`src/design/fss_pkg.sv`:
```
// Constants and types shared by the switching frequency sync block
package fss_pkg;

   // Clock and time base
   localparam int CLK_PERIOD_PS  = 5000;
   localparam int CLK_FREQ_KHZ   = 200000;
   localparam int FREE_FREQ_KHZ  = 300;
   localparam int FREE_PERIOD_CYC = CLK_FREQ_KHZ / FREE_FREQ_KHZ;

   // Reduced frequency fallback: 0.7 of free-running, so period scaled by 10/7
   localparam int TRANS_FREQ_NUM = 7;
   localparam int TRANS_FREQ_DEN = 10;
   localparam int TRANS_TIME_NS  = 20000;
   // Longest time, rounded down
   localparam int TRANS_CYC      = (TRANS_TIME_NS * 1000) / CLK_PERIOD_PS;

   // Loss timeout in eighths of the expected period (1.5 periods)
   localparam int LOSS_EIGHTHS   = 12;

   localparam int CNT_W          = 16;

   // Reset values
   localparam logic [CNT_W-1:0] CNT_RST = 16'h0000;

   // Role taken from the three-level selector pin
   typedef enum logic [2:0] {
      FSS_ROLE_MASTER    = 3'b001,
      FSS_ROLE_SLAVE_180 = 3'b010,
      FSS_ROLE_SLAVE_0   = 3'b100
   } fss_role_t;

   // Lock state of the cycle timer
   typedef enum logic [2:0] {
      FSS_LK_FREE   = 3'b001,
      FSS_LK_LOCKED = 3'b010,
      FSS_LK_TRANS  = 3'b100
   } fss_lock_t;

   // Status bundle seen by the rest of the controller
   typedef struct packed {
      fss_role_t role;
      fss_lock_t lock;
      logic      cycle_start;
   } fss_status_t;

endpackage

```
`src/design/fss_edge_sync.sv`:
```
// Two-stage synchroniser with edge detection for an asynchronous input
`timescale 1ns/1ps
module fss_edge_sync (
   // Clock and reset
   input  wire logic clk,
   input  wire logic rst,
   // Asynchronous input
   input  wire logic async_in,
   // Synchronised level and edges
   output logic      level,
   output logic      rise,
   output logic      fall
);

   logic meta_q;
   logic sync_q;
   logic prev_q;

   // First stage feeds only the second stage
   always_ff @(posedge clk) begin
      if (rst) begin
         meta_q <= 1'b0;
         sync_q <= 1'b0;
      end else begin
         meta_q <= async_in;
         sync_q <= meta_q;
      end
   end

   always_ff @(posedge clk) begin
      if (rst) begin
         prev_q <= 1'b0;
      end else begin
         prev_q <= sync_q;
      end
   end

   assign level = sync_q;
   assign rise  = sync_q & ~prev_q;
   assign fall  = ~sync_q & prev_q;

endmodule

```
`src/design/fss_top.sv`:
```
// Switching cycle timer with master/slave frequency synchronisation
//
// Overview of operation
// - Selector at supply gives master, at ground slave-180, open gives slave-0.
// - Master drives sync line at own switching frequency, 50% duty.
// - Master sync falling edge coincides with high-side drive rising edge.
// - Slave-180 starts each high-side pulse on incoming rising edge.
// - Slave-0 starts each high-side pulse on incoming falling edge.
// - On clock loss in slave mode, switch at 0.7 times free-running frequency.
// - After about 20 us of reduced frequency, return to free-running frequency.
`timescale 1ns/1ps
module fss_top #(
   parameter int PERIOD_CYC = fss_pkg::FREE_PERIOD_CYC,
   parameter int TRANS_CYC  = fss_pkg::TRANS_CYC
) (
   // Clock and reset
   input  wire logic                     clk,
   input  wire logic                     rst,
   // Role selector pin, sensed as two levels
   input  wire logic                     role_at_supply,
   input  wire logic                     role_at_ground,
   // On-time of the high-side pulse, from the modulator
   input  wire logic [fss_pkg::CNT_W-1:0] on_time,
   // Synchronisation line, two-way
   input  wire logic                     sync_in,
   output logic                          sync_out,
   output logic                          sync_oe_n,
   // Gate drive
   output logic                          high_side_drive,
   // Status
   output fss_pkg::fss_status_t          status
);

   localparam int W = fss_pkg::CNT_W;
   // Reduced-frequency period, 1/0.7 of nominal
   localparam logic [W-1:0] FREE_LEN  = W'(PERIOD_CYC);
   localparam logic [W-1:0] TRANS_LEN =
      W'((PERIOD_CYC * fss_pkg::TRANS_FREQ_DEN) / fss_pkg::TRANS_FREQ_NUM);
   // Must exceed the slowest legal external period (1/0.7 of nominal)
   localparam logic [W-1:0] LOSS_LEN  = W'((PERIOD_CYC * fss_pkg::LOSS_EIGHTHS) / 8);
   localparam logic [W-1:0] TRANS_END = W'(TRANS_CYC - 1);

   // Synchronised selector levels and sync line
   logic sup_lvl;
   logic gnd_lvl;
   logic sync_lvl;
   logic sync_rise;
   logic sync_fall;

   fss_edge_sync u_sup (
      .clk      (clk),
      .rst      (rst),
      .async_in (role_at_supply),
      .level    (sup_lvl),
      .rise     (),
      .fall     ()
   );

   fss_edge_sync u_gnd (
      .clk      (clk),
      .rst      (rst),
      .async_in (role_at_ground),
      .level    (gnd_lvl),
      .rise     (),
      .fall     ()
   );

   fss_edge_sync u_sync (
      .clk      (clk),
      .rst      (rst),
      .async_in (sync_in),
      .level    (sync_lvl),
      .rise     (sync_rise),
      .fall     (sync_fall)
   );

   // Role decode
   fss_pkg::fss_role_t role_q;
   fss_pkg::fss_role_t role_d;

   always_comb begin
      if (sup_lvl) begin
         role_d = fss_pkg::FSS_ROLE_MASTER;
      end else if (gnd_lvl) begin
         role_d = fss_pkg::FSS_ROLE_SLAVE_180;
      end else begin
         role_d = fss_pkg::FSS_ROLE_SLAVE_0;
      end
   end

   always_ff @(posedge clk) begin
      if (rst) begin
         role_q <= fss_pkg::FSS_ROLE_SLAVE_0;
      end else begin
         role_q <= role_d;
      end
   end

   // Qualifying external edge, selected by role
   logic ext_edge;

   always_comb begin
      case (role_q)
         fss_pkg::FSS_ROLE_SLAVE_180: ext_edge = sync_rise;
         fss_pkg::FSS_ROLE_SLAVE_0:   ext_edge = sync_fall;
         default:                     ext_edge = 1'b0;
      endcase
   end

   // Lock state and cycle counter
   fss_pkg::fss_lock_t lock_q;
   fss_pkg::fss_lock_t lock_d;
   logic [W-1:0]       cnt_q;
   logic [W-1:0]       cnt_d;
   logic [W-1:0]       trans_q;
   logic [W-1:0]       trans_d;
   logic               start_d;
   logic               start_q;
   logic [W-1:0]       len;

   always_comb begin
      lock_d  = lock_q;
      cnt_d   = cnt_q + 1'b1;
      trans_d = trans_q;
      start_d = 1'b0;
      len     = (lock_q == fss_pkg::FSS_LK_TRANS) ? TRANS_LEN : FREE_LEN;
      case (lock_q)
         fss_pkg::FSS_LK_FREE: begin
            if (ext_edge) begin
               lock_d  = fss_pkg::FSS_LK_LOCKED;
               cnt_d   = fss_pkg::CNT_RST;
               start_d = 1'b1;
            end else if (cnt_q >= len - 1'b1) begin
               cnt_d   = fss_pkg::CNT_RST;
               start_d = 1'b1;
            end
         end
         fss_pkg::FSS_LK_LOCKED: begin
            // Cycle restarts on the external edge, on a change to master, or at the loss timeout while locked
            if (ext_edge) begin
               cnt_d   = fss_pkg::CNT_RST;
               start_d = 1'b1;
            end else if (role_q == fss_pkg::FSS_ROLE_MASTER) begin
               lock_d  = fss_pkg::FSS_LK_FREE;
               cnt_d   = fss_pkg::CNT_RST;
               start_d = 1'b1;
            end else if (cnt_q >= LOSS_LEN - 1'b1) begin
               lock_d  = fss_pkg::FSS_LK_TRANS;
               trans_d = fss_pkg::CNT_RST;
               cnt_d   = fss_pkg::CNT_RST;
               start_d = 1'b1;
            end
         end
         fss_pkg::FSS_LK_TRANS: begin
            trans_d = trans_q + 1'b1;
            if (ext_edge) begin
               lock_d  = fss_pkg::FSS_LK_LOCKED;
               cnt_d   = fss_pkg::CNT_RST;
               start_d = 1'b1;
            end else if (role_q == fss_pkg::FSS_ROLE_MASTER) begin
               // Fallback is a slave feature; a new master runs free at once
               lock_d = fss_pkg::FSS_LK_FREE;
            end else begin
               if (trans_q >= TRANS_END) begin
                  lock_d = fss_pkg::FSS_LK_FREE;
               end
               if (cnt_q >= len - 1'b1) begin
                  cnt_d   = fss_pkg::CNT_RST;
                  start_d = 1'b1;
               end
            end
         end
         default: begin
            lock_d = fss_pkg::FSS_LK_FREE;
            cnt_d  = fss_pkg::CNT_RST;
         end
      endcase
   end

   always_ff @(posedge clk) begin
      if (rst) begin
         lock_q <= fss_pkg::FSS_LK_FREE;
      end else begin
         lock_q <= lock_d;
      end
   end

   always_ff @(posedge clk) begin
      if (rst) begin
         cnt_q   <= fss_pkg::CNT_RST;
         start_q <= 1'b0;
      end else begin
         cnt_q   <= cnt_d;
         start_q <= start_d;
      end
   end

   always_ff @(posedge clk) begin
      if (rst) begin
         trans_q <= fss_pkg::CNT_RST;
      end else begin
         trans_q <= trans_d;
      end
   end

   // Gate drive and master pulse train, both from the next count so the
   // high-side rise and the sync fall land on the same clock edge
   logic [W-1:0] half_len;
   logic         hs_q;
   logic         sync_q;

   assign half_len = FREE_LEN >> 1;

   always_ff @(posedge clk) begin
      if (rst) begin
         hs_q <= 1'b0;
      end else begin
         hs_q <= (cnt_d < on_time);
      end
   end

   always_ff @(posedge clk) begin
      if (rst) begin
         sync_q <= 1'b0;
      end else begin
         // High in second half of the period, falls at cycle start
         sync_q <= (role_q == fss_pkg::FSS_ROLE_MASTER) && (cnt_d >= half_len);
      end
   end

   // Line is released in both slave modes
   assign sync_out        = sync_q;
   assign sync_oe_n       = (role_q != fss_pkg::FSS_ROLE_MASTER);
   assign high_side_drive = hs_q;

   assign status.role        = role_q;
   assign status.lock        = lock_q;
   assign status.cycle_start = start_q;

endmodule

```
`config.mk`:
```
export PLATFORM = sky130hd
export DESIGN_NAME = fss_top
export DESIGN_NICKNAME = d
export VERILOG_FILES = /design/src/design/fss_pkg.sv /design/src/design/fss_edge_sync.sv /design/src/design/fss_top.sv
export SDC_FILE = /design/constraint.sdc
export NUM_CORES = 1
export LEC_CHECK = 0
export ABC_AREA = 1
export BUFFER_PORTS_ARGS = -buffer_cell sky130_fd_sc_hd__buf_2
export CORE_MARGIN = 2
export CORE_UTILIZATION = 30
export CTS_CLUSTER_SIZE = 25
export DETAILED_ROUTE_END_ITERATION = 8
export SYNTH_ARGS = -nofsm -noshare
export SYNTH_HDL_FRONTEND = slang
export SYNTH_HIERARCHICAL = 1
export SYNTH_SLANG_ARGS = --single-unit
```
`constraint.sdc`:
```
create_clock -name clk -period 7.3 [get_ports clk]
set_clock_uncertainty 0.15 [all_clocks]
set_input_delay 0.73 -clock clk [delete_from_list [all_inputs] [get_ports clk]]
set_output_delay 0.73 -clock clk [all_outputs]
set_load 0.01 [all_outputs]
```
==> impl_metrics.py, run 1 <==
metrics = {
    "flow_run": {
        "maxCapViolations": 0,
    },
    "clock_network": {
        "htree_levels": 2,
        "ctsResizeCount": 0,
        "clock_path_buffers": 2,
        "ctsHoldBuffers": 0,
        "clk_latency_ns": 0.30,
        "clkTransAtPathRegs_ns": 0.10,
        "clockRootBuffer": "clkbuf_8",
        "cts_sinks": 48,
        "cts_tree": "yes",
        "cts_buffers": 5,
        "post_cts_buffers": 0,
    },
    "floorplanning": {
        "dieHeight_um": 105,
        "die-width_um": 105,
        "io_pins": 31,
        "design.core.area_um2": 9860,
        "start_util_pct": 31.2,
        "num_rows": 36,
        "die_area_um2": 11100,
    },
    "sta": {
        "tightest_slew_ns": 0.628,
        "setup_violations": 0,
        "fin_crit_ns": 3.54,
        "drv_slew": 0,
        "slew_headroom_pct": 58.1,
        "max_freq_mhz": 282,
        "rsz0062_at_grt": "no",
        "hold_viol": 0,
        "finalSetupTns_ns": 0,
        "timing.hold.ws_ns": 0.259,
        "fin_crit_sh_pct": 48.6,
    },
    "global_routing": {
        "grt_usage_pct": 12.5,
        "grt_pass1_wl_mm": 11.5,
        "overflow": 0,
        "grt_max_degree": 34,
        "grt_pass1_vias": 2660,
        "antenna_found_initial": 0,
    },
    "logic_synthesis": {
        "yosys_warnings": 6,
        "synthesis.instances": 450,
        "syn_nets": 494,
        "synth_area_per_cell_um2": 6.84,
        "syn_area_um2": 3080,
    },
    "status": {
        "status": "finished clean",
    },
    "routing": {
        "ant_nets": 0,
        "drtIter0Drc": 124,
        "vias": 2781,
        "wl_per_cell_um": 10.8,
        "drc_errors": 0,
        "wl_mm": 6.66,
        "via_per_inst": 4.51,
        "first_pass_iters": 4,
    },
    "placed_design": {
        "routabilityCongestion": 0.869,
        "place_area_um2": 3360,
        "hpwlAfterDp_mm": 5.21,
        "io_buffers": 30,
    },
    "hold_path": {
        "hold_path.class": "reg -> reg",
    },
    "layout": {
        "num-nets-final": 526,
        "syn2layout_area_growth_pct": 12.5,
        "stdcell_area_um2": 3460,
        "drive_above_1_share_pct": 14.3,
        "antenna_cells": 0,
    },
    "pwr": {
        "pwr-share-comb_pct": 24.9,
        "switching_power_mw": 0.215,
        "p_leak_nw": 1.65,
        "clockPowerShare_pct": 30.2,
        "pwr-share-seq_pct": 44.9,
        "irDropWorstVdd_uv": 87.8,
        "internal_power_mw": 0.428,
        "power-per-cell-area_nw_per_um2": 186,
        "power_switching_share_pct": 33.4,
    },
    "setup_path": {
        "path_max_fanout": 14,
        "critPathCaptureType": "register",
        "cp.arrival_ns": 3.59,
        "cp-start-kind": "register",
        "criticalPathCategory": "reg -> reg",
        "cp.required_ns": 7.34,
    },
}
-- state kept, by name (all words and copies together), names as in the netlist, 3 cells and up --
register  cells
trans_q      16
cnt_q        16
role_q        3
lock_q        3
-- power by group through the flow --
stage               clock network, mW  logic, mW  registers [mW]
detailed placement                  0      0.161           0.295
global placement                    0      0.159           0.294
CTS                             0.199      0.162           0.289
finish                          0.194      0.160           0.289
floorplan                           0      0.129           0.296
global route                    0.209      0.184           0.291
-- metrics by stage --
| step | setup WS [ns] | util (%) | power [mW] | cells |
|---|---|---|---|---|
| 2_1_floorplan | 4.21 | - | 0.425 | 450 |
| 6_report | 3.76 | 35.1 | 0.643 | 616 |
| 3_3_place_gp | 3.94 | 34.0 | 0.453 | 608 |
| 5_1_grt | 3.33 | 35.1 | 0.685 | 616 |
| 3_5_place_dp | 3.75 | 34.0 | 0.456 | 608 |
| 4_1_cts | 3.72 | 35.1 | 0.650 | 616 |
-- placed cells by master (no fill, tap or decap), types with 3 or more instances in the layout --
cell,n
a21oi_1,23
inv_2,4
xor2_1,4
xnor2_1,3
o21ai_0,16
ha_1,23
nor2_2,5
inv_1,83
buf_2,30
nor4_1,5
nor3_2,3
clkbuf_8,5
nor2_1,58
nand3_2,3
nand3_1,18
nand2_2,3
nand2_1,86
nand4_1,11
dfxtp_1,48
a31oi_1,3
nor3_1,20
-- cell type report --
class	instances	area (um^2)
inverter	88	333
clock inverter	2	35.0
clock buffer	6	72.6
tap	133	166
fill	1059	6400
sequential	48	961
timing repair buffer	30	150
multi-input combinational	309	1750
-- per-layer routing --
layer / share of wire, % / GRT usage [%] / vias to the layer above
li1: - / - / 1497
met1: 50 / 15.7 / 1244
met2: 47 / 21.8 / 35
met3: 2.9 / 2.35 / 5
met4: 0.78 / 3.14 / 0
met5: 0 / 0 / -
-- final timing paths --
path,startpoint,endpoint,slack (ns),cells after the start
min,u_sync/meta_q,u_sync/level,0.26,2
max reg2reg,lock_q[2],high_side_drive,3.76,23
max,lock_q[2],high_side_drive,3.76,23
min reg2reg,u_sync/meta_q,u_sync/level,0.26,2
-- critical path, cell delays in order, from the launching register on --
cell and delay, ns:
dfxtp_1 0.40, inv_1 0.09, nor3_4 0.38, inv_4 0.14
ha_1 0.33, inv_1 0.04, o21bai_1 0.12, nand2_1 0.06
nand2_1 0.05, nand2_1 0.04, nand2_1 0.08, nand3_1 0.10
nand2_2 0.10, nand3_4 0.18, inv_2 0.21, nor2_1 0.07
nand2_1 0.10, inv_1 0.05, ha_1 0.28, nand2_1 0.05
inv_1 0.06, nand3_1 0.09, o2111ai_1 0.20, a21oi_1 0.05
Power figures use the tool's default switching activity.
==> inputs of run 2 (changes only) <==
clock period = 3 ns   (was 7.3 ns; I/O delays follow)
==> run 2 against run 1 <==
Net effect: the run now ends with negative setup slack left; design area up 9.2%; via count up 4.6%; cell count up 3.4%; hold slack worse by 0.22 ns; combinational power rose to 3.2 times the previous value; total power rose to 2.7 times the previous value; critical endpoint unchanged; largest power group unchanged; highest routed layer unchanged.
==> impl_metrics.py, run 2 (synthesis results as in run 1) <==
metrics = {
    "sta": {
        "max_freq_mhz": 331,
        "tightest_slew_ns": 0.631,
        "finalSetupTns_ns": -0.0197,
        "fin_crit_sh_pct": 101,
        "timing.hold.ws_ns": 0.0387,
        "slew_headroom_pct": 57.9,
        "drv_slew": 0,
        "rsz0062_at_grt": "yes",
        "fin_crit_ns": 3.02,
        "setup_violations": 1,
        "setup_ws_ns": -0.0197,
        "hold_viol": 0,
    },
    "clock_network": {
        "htree_levels": 2,
        "clkTransAtPathRegs_ns": 0.10,
        "ctsHoldBuffers": 0,
        "clock_path_buffers": 2,
        "cts_buffers": 5,
        "clk_latency_ns": 0.31,
        "cts_tree": "yes",
        "cts_sinks": 48,
        "clockRootBuffer": "clkbuf_8",
    },
    "layout": {
        "finalNonFillerCells": 637,
        "layout_common_cells": "nand2_1, inv_1, nor2_1",
        "antenna_cells": 0,
        "final_common_cell": "nand2_1",
        "stdcell_area_um2": 3780,
        "top_regs": "cnt_q x16, trans_q x16",
        "n_fill_cell": 1012,
        "post-route-util_pct": 38.3,
        "syn2layout_area_growth_pct": 22.8,
        "drive_above_1_share_pct": 23.8,
        "num-nets-final": 547,
    },
    "setup_path": {
        "critPathCaptureType": "register",
        "cp-start-kind": "register",
        "path_max_fanout": 6,
        "cp.arrival_ns": 3.08,
        "cp.required_ns": 3.06,
        "criticalPathCategory": "reg -> reg",
    },
    "placed_design": {
        "dp_slack_ns": -0.218,
        "hpwlAfterDp_mm": 5.40,
        "routabilityCongestion": 0.860,
        "place_area_um2": 3500,
        "io_buffers": 30,
        "dp_cells": 618,
    },
    "pwr": {
        "p_leak_nw": 1.75,
        "irDropWorstVdd_uv": 297,
        "power-per-cell-area_nw_per_um2": 451,
        "finalPower_mw": 1.70,
    },
    "flow_run": {
        "maxCapViolations": 0,
    },
    "routing": {
        "ant_nets": 0,
        "first_pass_iters": 4,
        "wl_mm": 7.17,
        "via_per_inst": 4.57,
        "wl_per_cell_um": 11.3,
        "drtIter0Drc": 184,
        "vias": 2909,
        "drc_errors": 0,
    },
    "floorplanning": {
        "die-width_um": 105,
        "dieHeight_um": 105,
        "num_rows": 36,
        "start_util_pct": 31.2,
        "design.core.area_um2": 9860,
        "io_pins": 31,
        "die_area_um2": 11100,
    },
    "global_routing": {
        "grt_pass1_wl_mm": 12.2,
        "grt_max_degree": 34,
        "antenna_found_initial": 0,
        "grt_pass1_vias": 2707,
        "grt_usage_pct": 13.2,
        "overflow": 0,
    },
    "status": {
        "status": "finished with violations",
        "violations": "negative setup slack",
    },
    "hold_path": {
        "hold_path.class": "in -> reg",
    },
}
run 2: layout make-up:
| cell class | count | area [um^2] | share of cell area (%) |
|---|---|---|---|
| multi-input combinational | 309 | 1880 | 49.8 |
| sequential | 48 | 966 | 25.5 |
| inverter | 88 | 335 | 8.87 |
| timing repair buffer | 51 | 315 | 8.34 |
| tap | 133 | 166 | 4.40 |
| clock buffer | 5 | 68.8 | 1.82 |
| clock inverter | 3 | 46.3 | 1.22 |
run 2: metal layers:
metal	GRT usage [%]	vias to the layer above	share of wire [%]
met4	4.67	0	1.2
met1	17.1	1301	49
met2	22.3	55	48
li1	-	1547	-
met3	1.98	6	2.6
met5	0	-	0
run 2: what timing repair did:
| item | in CTS | in global routing |
|---|---|---|
| setup buffers | 10 | 1 |
| resized for setup | 15 | 6 |
| setup endpoints to repair | 1 | 2 |
| pin swaps | 9 | 6 |
run 2: path summary, 6_finish.rpt:
check / slack (ns) / end / cells after the start / from
worst min register to register: 0.26 / u_sup/level / 2 / u_sup/meta_q
worst min-delay path: 0.04 / u_sync/meta_q / 3 / sync_in
worst max-delay path: -0.02 / high_side_drive / 23 / lock_q[2]
worst max register to register: -0.02 / high_side_drive / 23 / lock_q[2]
run 2: critical path, stage by stage, from the launching register on:
cell       delay (ns)
dfxtp_4          0.36
inv_2            0.04
nor3_4           0.21
inv_4            0.10
ha_4             0.28
inv_1            0.03
o21bai_1         0.14
nand2_1          0.07
nand2_1          0.05
nand2_1          0.05
nand2_2          0.08
nand2_1          0.10
nand2_2          0.10
nand3_4          0.13
inv_4            0.11
nor2_1           0.05
nand2_1          0.09
inv_2            0.06
ha_4             0.27
nand2_2          0.05
inv_2            0.05
nand3_2          0.08
o2111ai_2        0.22
a21oi_1          0.06
run 2: power breakdown:
group          total, mW  internal [mW]  switching [mW]
clock network      0.495          0.251           0.244
logic              0.509          0.209           0.301
registers          0.700          0.668          0.0320
